**src/rtl/cgd_pkg.sv**
```systemverilog
// package for the clock gating and divider control block
package cgd_pkg;

    // ----------------------------------------------------------------
    // bus geometry
    // ----------------------------------------------------------------
    localparam int CGD_ADDR_W = 32;
    localparam int CGD_DATA_W = 16;

    // ----------------------------------------------------------------
    // register offsets
    // ----------------------------------------------------------------
    localparam logic [31:0] BUS_DIV_ADDR = 32'h5000_0000;
    localparam logic [31:0] TRIM_ADDR = 32'h5000_0002;
    localparam logic [31:0] GATES_ADDR = 32'h5000_0004;
    localparam logic [31:0] RADIO_ADDR = 32'h5000_0008;
    localparam logic [31:0] SRC_SEL_ADDR = 32'h5000_000A;

    // ----------------------------------------------------------------
    // writable bits of each register, reserved bits stay zero
    // ----------------------------------------------------------------
    localparam logic [15:0] BUS_DIV_WMASK = 16'h00B3;
    localparam logic [15:0] TRIM_WMASK = 16'h07FF;
    localparam logic [15:0] GATES_WMASK = 16'h8BFB;
    localparam logic [15:0] RADIO_WMASK = 16'h00FB;
    localparam logic [15:0] SRC_SEL_WMASK = 16'h0003;

    // ----------------------------------------------------------------
    // values after reset
    // ----------------------------------------------------------------
    localparam logic [15:0] BUS_DIV_RST = 16'h0022;
    localparam logic [15:0] TRIM_RST = 16'h0000;
    localparam logic [15:0] GATES_RST = 16'h0000;
    localparam logic [15:0] RADIO_RST = 16'h0040;
    localparam logic [15:0] SRC_SEL_RST = 16'h0000;

    // ----------------------------------------------------------------
    // field positions
    // ----------------------------------------------------------------
    localparam int AHB_DIV_LSB = 0;
    localparam int APB_DIV_LSB = 4;
    localparam int OTP_GATE_BIT = 7;
    localparam int FINE_TRIM_LSB = 0;
    localparam int COARSE_TRIM_LSB = 8;
    localparam int FIRST_TIMER_DIV_LSB = 0;
    localparam int TIMERS_GATE_BIT = 3;
    localparam int WAKE_GATE_BIT = 4;
    localparam int I2C_GATE_BIT = 5;
    localparam int SECOND_UART_GATE_BIT = 6;
    localparam int FIRST_UART_GATE_BIT = 7;
    localparam int SPI_DIV_LSB = 8;
    localparam int SPI_GATE_BIT = 11;
    localparam int QUAD_GATE_BIT = 15;
    localparam int RF_CONTROL_UNIT_DIVIDER_LSB = 0;
    localparam int RFCU_GATE_BIT = 3;
    localparam int BASEBAND_DIV_LSB = 4;
    localparam int LP_RESET_BIT = 6;
    localparam int BASEBAND_GATE_BIT = 7;
    localparam int SRC_SEL_LSB = 0;
    localparam int RUN_32K_BIT = 5;
    localparam int RUN_RC_BIT = 6;
    localparam int RUN_XTAL_BIT = 7;

    // ----------------------------------------------------------------
    // source select codes and peripheral channel indices
    // ----------------------------------------------------------------
    localparam logic [1:0] SRC_XTAL16 = 2'h0;
    localparam logic [1:0] SRC_RC16 = 2'h1;

    localparam int CH_OTP = 0;
    localparam int CH_QUAD = 1;
    localparam int CH_SPI = 2;
    localparam int CH_UART1 = 3;
    localparam int CH_UART2 = 4;
    localparam int CH_I2C = 5;
    localparam int CH_WAKE = 6;
    localparam int CH_FIRST_GENERAL_TIMER = 7;
    localparam int CH_THIRD_GENERAL_TIMER = 8;
    localparam int CH_BASEBAND = 9;
    localparam int CH_RFCU = 10;
    localparam int CGD_NUM_CH = 11;

    // ----------------------------------------------------------------
    // carriers
    // ----------------------------------------------------------------
    typedef struct packed {
        logic wr_stb;
        logic rd_stb;
        logic [CGD_ADDR_W-1:0] addr;
        logic [CGD_DATA_W-1:0] wdata;
    } cgd_bus_req_type;

    typedef struct packed {
        logic [15:0] bus_div;
        logic [15:0] trim;
        logic [15:0] gates;
        logic [15:0] radio;
        logic [15:0] src_sel;
    } cgd_regs_type;

    // divide by 1,2,4,8 -> counter wraps at 0,1,3,7
    function automatic logic [2:0] div_mask(input logic [1:0] code);
        logic [2:0] m;
        m = 3'h0;
        unique case (code)
            2'h0: m = 3'h0;
            2'h1: m = 3'h1;
            2'h2: m = 3'h3;
            2'h3: m = 3'h7;
        endcase
        return m;
    endfunction

endpackage

```
**src/rtl/cgd_div_gate.sv**
```systemverilog
// gated power-of-two divider working on enable pulses
`timescale 1ns/1ps
module cgd_div_gate
    import cgd_pkg::*;
(
    input wire logic ref_clk,
    input wire logic reset,
    input wire logic tick_in,
    input wire logic gate,
    input wire logic [1:0] div_code,
    output logic tick_out
);

    typedef struct packed {
        logic [2:0] cnt;
        logic [1:0] code;
        logic tick;
    } cgd_div_state_type;

    cgd_div_state_type state_r;
    cgd_div_state_type state_nxt;

    // ----------------------------------------------------------------
    // divider
    // ----------------------------------------------------------------
    // gate and ratio are sampled only when the count is at zero, so a
    // change never cuts a divided period short
    always_comb begin
        state_nxt = state_r;
        state_nxt.tick = 1'b0;
        if (tick_in) begin
            if (state_r.cnt == 3'h0) begin
                state_nxt.code = div_code;
                state_nxt.tick = gate;
                state_nxt.cnt = 3'h1 & div_mask(div_code);
            end else begin
                state_nxt.tick = 1'b0;
                state_nxt.cnt = (state_r.cnt + 3'h1) & div_mask(state_r.code);
            end
        end
    end

    always_ff @(posedge ref_clk or posedge reset) begin
        if (reset) begin
            state_r <= '0;
        end else begin
            state_r <= state_nxt;
        end
    end

    assign tick_out = state_r.tick;

endmodule

```
**src/rtl/cgd_clock_control.sv**
```systemverilog
// clock gating, divider and crystal trim control with register port
//
// Notes on behaviour
// - otp controller clock runs only while its enable bit 7 is set; resets off.
// - bus and processor clock is source divided by 1,2,4,8; resets to divide-by-4.
// - peripheral bus clock further divides the bus clock by 1,2,4,8; resets code 2.
// - three-bit coarse crystal trim at bits 10:8, zero slowest, seven fastest.
// - eight-bit fine crystal trim at bits 7:0, zero slowest; resets zero.
// - quadrature decoder clock runs only while bit 15 is set; resets off.
// - spi clock gated by bit 11, divided by bits 9:8; both reset zero.
// - separate enables for both uarts, i2c and wakeup capture timer; reset off.
// - bit 3 gates first and third general timers together; resets off.
// - first general timer clock divided by 1,2,4,8 from bits 1:0.
// - baseband core clocks run only while radio bit 7 is set; reset off.
// - baseband low-power timer held in reset while radio bit 6 set; resets set.
// - baseband core clock divided by 1,2,4,8 from radio bits 5:4.
// - rf control unit clock gated by radio bit 3; resets off.
// - two-bit source select: crystal, rc oscillator, or 32 kHz source.
//
// The address-and-strobe port was left to the implementer.
`timescale 1ns/1ps
module cgd_clock_control
    import cgd_pkg::*;
(
    input wire logic ref_clk,
    input wire logic reset,
    input cgd_bus_req_type bus_req,
    output logic [CGD_DATA_W-1:0] rd_data,
    input wire logic slow_clk_pin,
    output logic [1:0] source_clock_select,
    output logic ahb_clk_en,
    output logic apb_clk_en,
    output logic [CGD_NUM_CH-1:0] periph_clk_en,
    output logic [2:0] crystal_coarse_trim,
    output logic [7:0] crystal_fine_trim,
    output logic baseband_lowpower_timer_reset
);

    // ----------------------------------------------------------------
    // state
    // ----------------------------------------------------------------
    typedef struct packed {
        cgd_regs_type regs;
        logic [2:0] slow_sync;
        logic src_tick;
        logic [CGD_DATA_W-1:0] rd_data;
    } cgd_top_state_type;

    cgd_top_state_type state_r;
    cgd_top_state_type state_nxt;

    logic ahb_tick;
    logic apb_tick;
    logic [CGD_NUM_CH-1:0] ch_base;
    logic [CGD_NUM_CH-1:0] ch_gate;
    logic [1:0] ch_code [CGD_NUM_CH];
    logic [1:0] sel_now;

    assign sel_now = state_r.regs.src_sel[SRC_SEL_LSB +: 2];

    // ----------------------------------------------------------------
    // register port and source tick
    // ----------------------------------------------------------------
    // ref_clk stands for either 16 MHz source; the 32 kHz source comes
    // in on a pin, so it is synchronised and only its rising edge is used
    always_comb begin
        state_nxt = state_r;
        state_nxt.slow_sync = {state_r.slow_sync[1:0], slow_clk_pin};
        if (sel_now == SRC_XTAL16 || sel_now == SRC_RC16) begin
            state_nxt.src_tick = 1'b1;
        end else begin
            state_nxt.src_tick = state_r.slow_sync[1] & ~state_r.slow_sync[2];
        end

        if (bus_req.wr_stb) begin
            unique case (bus_req.addr)
                BUS_DIV_ADDR: begin
                    state_nxt.regs.bus_div = bus_req.wdata & BUS_DIV_WMASK;
                end
                TRIM_ADDR: begin
                    state_nxt.regs.trim = bus_req.wdata & TRIM_WMASK;
                end
                GATES_ADDR: begin
                    state_nxt.regs.gates = bus_req.wdata & GATES_WMASK;
                end
                RADIO_ADDR: begin
                    state_nxt.regs.radio = bus_req.wdata & RADIO_WMASK;
                end
                SRC_SEL_ADDR: begin
                    state_nxt.regs.src_sel = bus_req.wdata & SRC_SEL_WMASK;
                end
                default: begin
                    state_nxt.regs = state_r.regs;
                end
            endcase
        end

        // read data stand for exactly one cycle after the strobe
        state_nxt.rd_data = '0;
        if (bus_req.rd_stb) begin
            unique case (bus_req.addr)
                BUS_DIV_ADDR: begin
                    state_nxt.rd_data = state_r.regs.bus_div;
                end
                TRIM_ADDR: begin
                    state_nxt.rd_data = state_r.regs.trim;
                end
                GATES_ADDR: begin
                    state_nxt.rd_data = state_r.regs.gates;
                end
                RADIO_ADDR: begin
                    state_nxt.rd_data = state_r.regs.radio;
                end
                SRC_SEL_ADDR: begin
                    state_nxt.rd_data = state_r.regs.src_sel;
                    state_nxt.rd_data[RUN_XTAL_BIT] = (sel_now == SRC_XTAL16);
                    state_nxt.rd_data[RUN_RC_BIT] = (sel_now == SRC_RC16);
                    state_nxt.rd_data[RUN_32K_BIT] = sel_now[1];
                end
                default: begin
                    state_nxt.rd_data = '0;
                end
            endcase
        end
    end

    always_ff @(posedge ref_clk or posedge reset) begin
        if (reset) begin
            state_r.regs.bus_div <= BUS_DIV_RST;
            state_r.regs.trim <= TRIM_RST;
            state_r.regs.gates <= GATES_RST;
            state_r.regs.radio <= RADIO_RST;
            state_r.regs.src_sel <= SRC_SEL_RST;
            state_r.slow_sync <= 3'h0;
            state_r.src_tick <= 1'b0;
            state_r.rd_data <= '0;
        end else begin
            state_r <= state_nxt;
        end
    end

    // ----------------------------------------------------------------
    // bus clock chain
    // ----------------------------------------------------------------
    cgd_div_gate u_ahb_div (
        .ref_clk(ref_clk),
        .reset(reset),
        .tick_in(state_r.src_tick),
        .gate(1'b1),
        .div_code(state_r.regs.bus_div[AHB_DIV_LSB +: 2]),
        .tick_out(ahb_tick)
    );

    // cascaded behind the bus clock, so it can never outrun it
    cgd_div_gate u_apb_div (
        .ref_clk(ref_clk),
        .reset(reset),
        .tick_in(ahb_tick),
        .gate(1'b1),
        .div_code(state_r.regs.bus_div[APB_DIV_LSB +: 2]),
        .tick_out(apb_tick)
    );

    // ----------------------------------------------------------------
    // peripheral channel wiring
    // ----------------------------------------------------------------
    always_comb begin
        ch_base = {CGD_NUM_CH{apb_tick}};
        ch_base[CH_OTP] = ahb_tick;
        ch_base[CH_BASEBAND] = ahb_tick;
        // the rf unit divides the source directly; software picks the ratio
        ch_base[CH_RFCU] = state_r.src_tick;

        ch_gate[CH_OTP] = state_r.regs.bus_div[OTP_GATE_BIT];
        ch_gate[CH_QUAD] = state_r.regs.gates[QUAD_GATE_BIT];
        ch_gate[CH_SPI] = state_r.regs.gates[SPI_GATE_BIT];
        ch_gate[CH_UART1] = state_r.regs.gates[FIRST_UART_GATE_BIT];
        ch_gate[CH_UART2] = state_r.regs.gates[SECOND_UART_GATE_BIT];
        ch_gate[CH_I2C] = state_r.regs.gates[I2C_GATE_BIT];
        ch_gate[CH_WAKE] = state_r.regs.gates[WAKE_GATE_BIT];
        ch_gate[CH_FIRST_GENERAL_TIMER] = state_r.regs.gates[TIMERS_GATE_BIT];
        ch_gate[CH_THIRD_GENERAL_TIMER] = state_r.regs.gates[TIMERS_GATE_BIT];
        ch_gate[CH_BASEBAND] = state_r.regs.radio[BASEBAND_GATE_BIT];
        ch_gate[CH_RFCU] = state_r.regs.radio[RFCU_GATE_BIT];

        for (int i = 0; i < CGD_NUM_CH; i++) begin
            ch_code[i] = 2'h0;
        end
        ch_code[CH_SPI] = state_r.regs.gates[SPI_DIV_LSB +: 2];
        ch_code[CH_FIRST_GENERAL_TIMER] = state_r.regs.gates[FIRST_TIMER_DIV_LSB +: 2];
        // ratio is not range checked: staying at or above half the cpu clock is up to software
        ch_code[CH_BASEBAND] = state_r.regs.radio[BASEBAND_DIV_LSB +: 2];
        ch_code[CH_RFCU] = state_r.regs.radio[RF_CONTROL_UNIT_DIVIDER_LSB +: 2];
    end

    // ----------------------------------------------------------------
    // per-channel gate and divider
    // ----------------------------------------------------------------
    for (genvar g = 0; g < CGD_NUM_CH; g++) begin : gen_ch
        cgd_div_gate u_ch (
            .ref_clk(ref_clk),
            .reset(reset),
            .tick_in(ch_base[g]),
            .gate(ch_gate[g]),
            .div_code(ch_code[g]),
            .tick_out(periph_clk_en[g])
        );
    end

    // ----------------------------------------------------------------
    // outputs
    // ----------------------------------------------------------------
    // trim steps are passed through as written; pacing a coarse step
    // and its settle time is left to software
    assign crystal_coarse_trim = state_r.regs.trim[COARSE_TRIM_LSB +: 3];
    assign crystal_fine_trim = state_r.regs.trim[FINE_TRIM_LSB +: 8];
    assign baseband_lowpower_timer_reset = state_r.regs.radio[LP_RESET_BIT];
    assign source_clock_select = sel_now;
    assign ahb_clk_en = ahb_tick;
    assign apb_clk_en = apb_tick;
    assign rd_data = state_r.rd_data;

endmodule

```
**config.mk**
```make
export PLATFORM = sky130hd
export DESIGN_NAME = cgd_clock_control
export DESIGN_NICKNAME = d
export VERILOG_FILES = /design/src/rtl/cgd_pkg.sv /design/src/rtl/cgd_div_gate.sv /design/src/rtl/cgd_clock_control.sv
export SDC_FILE = /design/constraint.sdc
export NUM_CORES = 1
export LEC_CHECK = 0
export BUFFER_PORTS_ARGS = -buffer_cell sky130_fd_sc_hd__buf_4
export CAP_MARGIN = 20
export CORE_ASPECT_RATIO = 0.75
export CORE_UTILIZATION = 55
export DETAILED_ROUTE_END_ITERATION = 8
export PLACE_DENSITY_LB_ADDON = 0.3
export SYNTH_ARGS = -nofsm -noshare
export SYNTH_HDL_FRONTEND = slang
export SYNTH_HIERARCHICAL = 1
export SYNTH_SLANG_ARGS = --single-unit
```
**constraint.sdc**
```tcl
create_clock -name ref_clk -period 3.7 [get_ports ref_clk]
set_input_delay 0.555 -clock ref_clk [delete_from_list [all_inputs] [get_ports ref_clk]]
set_output_delay 0.555 -clock ref_clk [all_outputs]
set_load 0.05 [all_outputs]
```
==> qor.txt, run 1 <==
DP Wirelength -> 10.11 mm
Finished Cell Area -> 0.007965 mm2
initial antenna violation count -> 0
multi-input combinational cell area -> 0.002948 mm2
register area -> 0.003282 mm2
total grt overflow -> 0
Synth Warn # -> 6
Final Critical Period -> 2.242 ns
worst-path fanout max -> 11
Synth top cells by count -> 128 x dfrtp_1, 46 x mux2_4, 43 x inv_1
CTS Sinks -> 131
Iter 0 DRT Violations -> 297
area leader, netlist -> dfrtp_1
Crit-path slowest cell -> nand4_2
CP Data Arrival Time -> 2.53 ns
count leader, synth -> dfrtp_1
most common flop cell mapped by yosys -> dfrtp_1
CP cell instances -> buf_4 > nor4b_1 > and4_1 > nand4_2 > mux2_4
die span in x -> 128.1 um
die area -> 0.01238 mm2
crit end category -> register
Via Count -> 4561
Die H -> 96.60 um
Overall Power -> 4190 uW
Via density -> 5.542
Detail Route Antenna Nets -> 0
Netlist cell types -> 46
Hold Crit Class -> primary input to asynchronous set/reset pin
crit-path max cell delay -> 0.57 ns
post-CTS setup buffers -> 0
max-slew violation count -> 0
DRT Pass-1 Iters -> 5
port bufs -> 89
Reg clk slew, reported paths -> 0.06 ns
Filler Cells Inserted -> 882
Yosys top cell area share -> 48.81%
layout cell share with drive strength beyond 1 -> 32.98%
kind of cell adding the most delay to the critical path -> simple AND/OR/NAND/NOR gates
final-stage net count -> 727
Synth Register Bits -> 131
Clk Latency, worst-skew pair -> 0.41 ns
Total Routing Usage GR -> 25.10%
Root Buffer -> clkbuf_16
Post-route DRC -> 0
final worst-path cycle share -> 60.60%
final-report setup violation count -> 0
fmax -> 0.4460 GHz
worst setup path startpoint -> bus_req[41]
DRT Wirelength -> 14.26 mm
Routability Congestion -> 0.7937
final hold vios -> 0
crit path kind -> primary input to register
RSZ-0062 raised after global routing -> false
Synth Area per Inst -> 12.13 um2
Area contributors post-synth -> dfrtp_1 49%, mux2_4 11%, ha_1 5.0%
placed inst area -> 0.007292 mm2
Worst Path Buf+Inv -> 1
# resized after CTS -> 0
max_cap viols -> 0
worst slew pin tran -> 0.6238 ns
antenna diode count -> 0
Cells after Synth -> 541
Row Count -> 34
TritonCTS Buffers -> 17
power per cell area -> 526.1 mW/mm2
async set or reset register ratio after synthesis -> 100.0%
status -> finished, final reports clean
EDFF count, synth -> 0
Hold Buf Count CTS -> 0
CTS tree -> yes
Post-Route Setup TNS -> 0 ns
sequential area share after synthesis -> 50.01%
Worst Clk Skew -> 0.005646 ns
peak supply drop -> 0.3548 mV
core area -> 0.01161 mm2
vias in the first global route -> 4754
per-cell routed wire length -> 17.33 um
Syn-to-layout area delta -> 21.37%
H-tree depth -> 4
Initial Util -> 56.51%
pin count of the biggest net entering global routing -> 54
Critical Path RT -> 3.99 ns
leak pwr -> 0.004055 uW
Cell Area, Synth -> 0.006563 mm2
first-pass GRT wire length -> 23.95 mm
Reg2Reg Launch Point -> source_clock_select[1]$_DFFE_PP0P_
Max Buffers Root-to-Sink -> 2
Slew HR -> 58.31%
crit start category -> primary input
Ports -> 96
[flip-flops by register name (all words and copies together) (netlist names)]
register and cells:
state_r 5, ch_code 8, source_clock_select 2, crystal_fine_trim 8, ch_base 1, u_ahb_div/tick_out 1
ch_gate 10, rd_data 13, crystal_coarse_trim 3, u_apb_div/state_r 5, gen_ch.u_ch/tick_out 11, baseband_lowpower_timer_reset 1
state_nxt 2, gen_ch.u_ch/state_r 55, u_apb_div/tick_out 1, u_ahb_div/state_r 5
[path summary, 6_finish.rpt]
kind	depth (start not counted)	slack, ns	to
worst max-delay path	5	1.46	crystal_fine_trim[5]$_DFFE_PP0P_
worst min-delay path	2	0.18	gen_ch[2].u_ch/state_r[4]$_DFFE_PP0P_
worst max register to register	4	2.25	rd_data[7]$_DFF_PP0_
worst min register to register	0	0.35	state_nxt[19]$_DFF_PP0_
max in group asynchronous	3	2.85	state_r[89]$_DFFE_PP1P_
min in group ref_clk	1	0.24	state_nxt[18]$_DFF_PP0_
[per-stage QoR]
step	std cells	util (%)	hold WS, ns	worst slack, ns
floorplan	572	-	0.3312	1.732
global placement	789	62.79	0.3327	1.078
detailed placement	789	62.79	0.3451	1.009
CTS	821	68.18	0.1736	1.278
global route	823	68.58	0.1888	1.359
finish	823	68.58	0.1827	1.458
[cell usage in the layout (no fill, tap or decap), drive strengths merged, types with 4 or more instances in the layout]
master      n
mux2       66
dfrtp     128
nand2b     15
a22o       13
o21ai      29
nand4      18
bufinv      4
nor3b      15
nor4        7
ha         26
and2b      13
conb       33
and3       15
nor2       18
buf        95
o221ai     13
clkinv      4
a22oi       5
a21oi       6
clkinvlp    4
inv        44
o2111ai    14
nand2      31
and4        5
clkbuf     19
[layer usage]
metal	routed length [um]	global-route usage (%)	up-vias
li1	-	-	2112
met1	6348	34.60	2274
met2	6939	39.13	160
met3	857	7.246	15
met4	118	6.244	0
met5	0	0	-
[cells by family after synthesis]
logic type	Yosys count	synth area share, %
fa+ha+maj	26	4.957
flops	131	50.01
mux	68	14.26
buf+inv	81	6.844
simple gates	148	14.43
other cells	2	0.1144
compound gates	85	9.381
[area by class of cell]
cell class | count | area share (%)
sequential | 131 | 41.20
multi-input combinational | 360 | 37.01
timing repair buffer | 95 | 9.362
clock buffer | 19 | 5.561
tap | 162 | 2.545
clock inverter | 13 | 2.293
inverter | 43 | 2.026
[power by group]
group / internal [uW] / leakage [uW] / switching, uW
registers: 1590 / 0.00176 / 129
logic: 332 / 0.00200 / 368
clock network: 1140 / 0.000295 / 626
Power figures use the tool's default switching activity.
==> inputs of run 2 (changes only) <==
Clock period 3.7 ns to 2.2 ns, I/O delays scaled along.
==> run 2 against run 1 <==
Compared with the run above: count of clock-buffer cells in the layout up 5; combinational power up 70%; design area up 0.64%; power up 71%; largest cell class unchanged.
==> qor.txt, run 2 (synthesis results as in run 1) <==
Reg2Reg Setup Slack -> 0.69 ns (-1.56 ns)
most common cell after layout, fill and taps aside -> dfrtp_1
crit start category -> register
Max Buffers Root-to-Sink -> 2 (unchanged)
Worst Slack Setup Final -> 0.4408 ns (-1.017 ns)
Slew HR -> 62.11% (+3.8 points)
Hold Crit Class -> primary input to register
Post-route DRC -> 0 (unchanged)
Initial Util -> 56.51% (unchanged)
register area -> 0.003282 mm2 (unchanged)
die span in x -> 128.1 um (unchanged)
worst-path fanout max -> 49 (+38)
kind of cell adding the most delay to the critical path -> buffers and inverters
core area -> 0.01161 mm2 (unchanged)
Filler Cells Inserted -> 834 (-5.4%)
Layout Cells excl Fill -> 828 (+0.61%)
placed cells -> 795 (+0.76%)
# resized after CTS -> 0 (unchanged)
multi-input combinational cell area -> 0.002948 mm2 (unchanged)
Reg2Reg Launch Point -> u_apb_div/tick_out$_DFF_PP0_
WP depth -> 2 (-3)
DRT Pass-1 Iters -> 4 (-1)
HP Start -> slow_clk_pin
Die H -> 96.60 um (unchanged)
per-cell routed wire length -> 17.43 um (+0.59%)
Via Count -> 4556 (-0.11%)
RSZ-0062 raised after global routing -> false
DP Wirelength -> 10.15 mm (+0.42%)
leak pwr -> 0.004092 uW (+0.91%)
Root Buffer -> clkbuf_16
antenna diode count -> 0 (unchanged)
crit-path max cell delay -> 0.38 ns (-0.19 ns)
Worst Path Buf+Inv -> 2 (+1)
Via density -> 5.502 (-0.71%)
Largest register FFs -> 55 (unchanged)
final worst-path cycle share -> 79.96%
TritonCTS Buffers -> 17 (unchanged)
max_cap viols -> 0 (unchanged)
cell depth of the worst flop-to-flop path -> 4 (unchanged)
peak supply drop -> 0.5736 mV (+62%)
Worst Clk Skew -> 0.01227 ns (+0.006622 ns)
final-stage net count -> 732 (+0.69%)
port bufs -> 89 (unchanged)
CTS tree -> yes
Detail Route Antenna Nets -> 0 (unchanged)
Reg with most FFs -> gen_ch.u_ch/state_r
Overall Power -> 7185 uW (+71%)
most frequent CP cell -> buf_4
status -> finished, final reports clean
crit end category -> primary output
crit path kind -> register to primary output
max-slew violation count -> 0 (unchanged)
Reg clk slew, reported paths -> 0.06 ns (about the same)
post-CTS setup buffers -> 0 (unchanged)
first-pass GRT wire length -> 23.74 mm (-0.89%)
fmax -> 0.5684 GHz
power per cell area -> 896.3 mW/mm2 (+70%)
Post-Route Setup TNS -> 0 ns (unchanged)
pin count of the biggest net entering global routing -> 50 (-7.4%)
Routability Congestion -> 0.8052 (+1.4%)
vias in the first global route -> 4716 (-0.80%)
final-report setup violation count -> 0 (unchanged)
worst slew pin tran -> 0.5683 ns (-0.05553 ns)
initial antenna violation count -> 0 (unchanged)
CTS Sinks -> 131 (unchanged)
Final Critical Period -> 1.759 ns
Crit-path slowest cell -> buf_4
hold slack -> 0.01702 ns (-0.1657 ns)
total grt overflow -> 0 (unchanged)
DRT Wirelength -> 14.43 mm (+1.2%)
H-tree depth -> 4 (unchanged)
pre-CTS worst setup slack -> 0.1631 ns (-0.8457 ns)
R2R Path End -> gen_ch[8].u_ch/state_r[2]$_DFFE_PP0P_
layout cell share with drive strength beyond 1 -> 33.33% (+0.35 points)
CP cell instances -> buf_4 > buf_4
final hold vios -> 0 (unchanged)
Clk Latency, worst-skew pair -> 0.42 ns (about the same)
Total Routing Usage GR -> 25.10% (about the same)
Syn-to-layout area delta -> 22.15%
Row Count -> 34 (unchanged)
CP Data Arrival Time -> 1.43 ns (-1.10 ns)
Iter 0 DRT Violations -> 285 (-4.0%)
die area -> 0.01238 mm2 (unchanged)
Ports -> 96 (unchanged)
commonest cells after routing, fill and taps aside -> 128 x dfrtp_1, 98 x buf_4, 46 x mux2_4
Critical Path RT -> 1.87 ns (-2.12 ns)
worst setup path startpoint -> u_apb_div/tick_out$_DFF_PP0_
Hold Buf Count CTS -> 1 (+1)
CP endpoint -> apb_clk_en
==> run 2: worst register-to-register path: cells and delay by family (launching register included) <==
family,cells,cell delay [ns]
simple gates,2,0.37
mux,1,0.31
flops,1,0.32
buf+inv,1,0.38
==> run 2: power by group <==
part / leakage [uW] / switching (uW) / internal [uW]
Combinational: 0.00202 / 636 / 552
Clock: 0.000318 / 1030 / 2080
Sequential: 0.00176 / 216 / 2680
==> run 2: worst min-delay path by stage <==
stage,depth (start not counted),to,slack [ns]
floorplan,1,gen_ch[0].u_ch/state_r[1]$_DFFE_PP0P_,0.12
global placement,0,state_nxt[19]$_DFF_PP0_,0.33
detailed placement,0,state_nxt[19]$_DFF_PP0_,0.34
CTS,1,state_nxt[18]$_DFF_PP0_,0.02
global route,1,state_nxt[18]$_DFF_PP0_,0.004
finish,1,state_nxt[18]$_DFF_PP0_,0.02
==> run 2: through the flow <==
stage | area (um2) | utilization (%)
after floorplan | 6679 | -
after global placement | 7350 | 63.28
after detailed placement | 7350 | 63.28
after CTS | 8016 | 69.03
after global routing | 8016 | 69.03
final | 8016 | 69.03
==> run 2: area by class of cell <==
class / instances / share of cell area (%)
clock inverter: 8 / 1.811
inverter: 43 / 2.013
sequential: 131 / 40.94
tap: 162 / 2.528
clock buffer: 24 / 6.384
multi-input combinational: 360 / 36.77
timing repair buffer: 100 / 9.552
==> run 2: metal layers <==
| layer | global-route usage [%] | routed length, um | vias to the layer above | part of all wire [%] |
|---|---|---|---|---|
| met5 | 0 | 0 | - | 0 |
| met4 | 6.425 | 162 | 0 | 1.1 |
| met3 | 7.522 | 795 | 14 | 5.5 |
| met2 | 41.39 | 6940 | 127 | 48 |
| met1 | 32.31 | 6536 | 2293 | 45 |
| li1 | - | - | 2122 | - |
==> inputs of run 3 (changes only) <==
Clock period 2.2 ns to 1.8 ns, I/O delays scaled along.
==> run 3 against run 2 <==
Compared with the run above: clock power rose by 18%; count of clock-buffer cells in the layout decreased by 5; utilization increased by 0.66 points; first-iteration DRC count down 20%; combinational power up 19%; design area increased by 0.95%.
==> qor.txt, run 3 (synthesis results as in run 1) <==
final worst-path cycle share -> 93.27%
total grt overflow -> 0 (unchanged)
CTS Sinks -> 131 (unchanged)
placed inst area -> 0.007423 mm2 (+1.0%)
Via Count -> 4570 (+0.31%)
Root Buffer -> clkbuf_16
commonest cells after routing, fill and taps aside -> 127 x dfrtp_1, 105 x buf_4, 46 x mux2_4
Finished Cell Area -> 0.008093 mm2 (+0.95%)
Via density -> 5.453 (-0.89%)
worst slew pin tran -> 0.5642 ns (-0.004138 ns)
Worst Hold Depth -> 2 (+1)
Post-route DRC -> 0 (unchanged)
DRT Wirelength -> 14.21 mm (-1.5%)
final hold vios -> 0 (unchanged)
H-tree depth -> 4 (unchanged)
antenna diode count -> 0 (unchanged)
Syn-to-layout area delta -> 23.32%
Hold Crit Class -> primary input to register
port bufs -> 89 (unchanged)
status -> finished, final reports clean
die area -> 0.01238 mm2 (unchanged)
crit end category -> primary output
HP Start -> bus_req[10]
Overall Power -> 8609 uW (+20%)
Filler Cells Inserted -> 824 (-1.2%)
CP cell instances -> buf_4 > buf_4
per-cell routed wire length -> 16.96 um (-2.7%)
Clk Latency, worst-skew pair -> 0.41 ns (about the same)
Ports -> 96 (unchanged)
CP Data Arrival Time -> 1.41 ns (-0.02 ns)
worst-path fanout max -> 17 (-65%)
max_cap viols -> 0 (unchanged)
most frequent CP cell -> buf_4
Total Routing Usage GR -> 24.84% (-0.26 points)
crit-path max cell delay -> 0.58 ns (+0.20 ns)
Critical Path RT -> 1.53 ns (-0.34 ns)
Worst Path Buf+Inv -> 2 (unchanged)
Worst Hold End -> crystal_coarse_trim[2]$_DFFE_PP0P_
Crit-path slowest cell -> dfrtp_4
Reg with most FFs -> gen_ch.u_ch/state_r
CTS tree -> yes
crit start category -> register
pin count of the biggest net entering global routing -> 38 (-24%)
Reg2Reg Setup Slack -> 0.41 ns (-0.28 ns)
Max Buffers Root-to-Sink -> 2 (unchanged)
cell depth of the worst flop-to-flop path -> 4 (unchanged)
final-report setup violation count -> 0 (unchanged)
initial antenna violation count -> 0 (unchanged)
core area -> 0.01161 mm2 (unchanged)
die span in x -> 128.1 um (unchanged)
fmax -> 0.5957 GHz
kind of cell adding the most delay to the critical path -> flip-flops
Initial Util -> 56.51% (unchanged)
Row Count -> 34 (unchanged)
RSZ-0062 raised after global routing -> false
peak supply drop -> 0.6258 mV (+9.1%)
first-pass GRT wire length -> 23.56 mm (-0.76%)
TritonCTS Buffers -> 17 (unchanged)
most common cell after layout, fill and taps aside -> dfrtp_1
vias in the first global route -> 4652 (-1.4%)
layout cell share with drive strength beyond 1 -> 34.47% (+1.1 points)
post-layout util -> 69.68% (+0.66 points)
Iter 0 DRT Violations -> 227 (-20%)
hold slack -> 0.08386 ns (+0.06685 ns)
Post-Route Setup TNS -> 0 ns (unchanged)
max-slew violation count -> 0 (unchanged)
Detail Route Antenna Nets -> 0 (unchanged)
Largest register FFs -> 55 (unchanged)
Reg clk slew, reported paths -> 0.06 ns (about the same)
leak pwr -> 0.004132 uW (+0.97%)
Routability Congestion -> 0.8348 (+3.7%)
Worst Clk Skew -> 0.005298 ns (-0.006969 ns)
R2R Path End -> rd_data[7]$_DFF_PP0_
Reg2Reg Launch Point -> source_clock_select[0]$_DFFE_PP0P_
power per cell area -> 1064 mW/mm2 (+19%)
DRT Pass-1 Iters -> 5 (+1)
DP Wirelength -> 10.31 mm (+1.5%)
Die H -> 96.60 um (unchanged)
final-stage net count -> 742 (+1.4%)
Final Critical Period -> 1.679 ns
Slew HR -> 62.39% (+0.28 points)
crit path kind -> register to primary output
==> run 3: cell types whose count changed in the layout (fill, tap and decap cells not counted) <==
cell           before  now
buf_4              98  105
clkbuf_8            6    2
clkinv_4            0    2
clkinvlp_4          2    4
buf_12              1    2
buf_6               0    1
clkbuf_1            1    0
clkinv_2            2    3
dfrtp_1           128  127
dfrtp_4             0    1
dlygate4sd3_1       1    2
==> run 3: layer usage <==
layer	vias up	part of all wire, %	global-route usage [%]
li1	2150	-	-
met1	2261	45	33.40
met2	142	47	39.34
met3	17	6.6	6.139
met4	0	1.6	8.597
met5	-	0	0
==> run 3: area by class of cell <==
cell class / instances / area, um2 / share of cell area, %
Multi-Input combinational cell: 360 / 2948 / 36.43
Timing Repair Buffer: 110 / 859.6 / 10.62
Inverter: 43 / 161.4 / 1.994
Sequential cell: 131 / 3286 / 40.60
Clock buffer: 19 / 452.9 / 5.597
Tap cell: 162 / 202.7 / 2.505
Clock inverter: 13 / 182.7 / 2.257
==> run 3: power breakdown <==
group | internal [uW] | total [uW] | switching [uW] | leakage, uW
Combinational | 680 | 1420 | 738 | 0.00208
Clock | 2380 | 3660 | 1270 | 0.000301
Sequential | 3270 | 3530 | 263 | 0.00175
Total | 6340 | 8610 | 2270 | 0.00413
==> run 3: how the worst max path moves through the flow <==
stage	cells after the start	startpoint	slack (ns)	endpoint
6_report	2	u_apb_div/tick_out$_DFF_PP0_	0.12	apb_clk_en
5_1_grt	2	u_apb_div/tick_out$_DFF_PP0_	0.09	apb_clk_en
4_1_cts	2	u_apb_div/tick_out$_DFF_PP0_	0.03	apb_clk_en
3_5_place_dp	6	bus_req[41]	-0.07	ch_code[1]$_DFFE_PP0P_
3_3_place_gp	6	bus_req[41]	-0.05	ch_code[0]$_DFFE_PP0P_
2_1_floorplan	5	bus_req[17]	0.21	ch_code[16]$_DFFE_PP0P_
==> run 3: repair_timing <==
action                     4_1_cts  5_1_grt
pin swaps                        0        0
hold buffers                     2        0
hold endpoints to repair        94        0
buffers inserted                 0        1
gates resized for setup          1        0
setup endpoints to repair        1        1
==> run 3: through the flow <==
step	setup slack [ns]	instances
2_1_floorplan	0.2119	572
3_3_place_gp	-0.05275	803
3_5_place_dp	-0.07242	803
4_1_cts	0.02842	837
5_1_grt	0.08594	838
6_report	0.1212	838
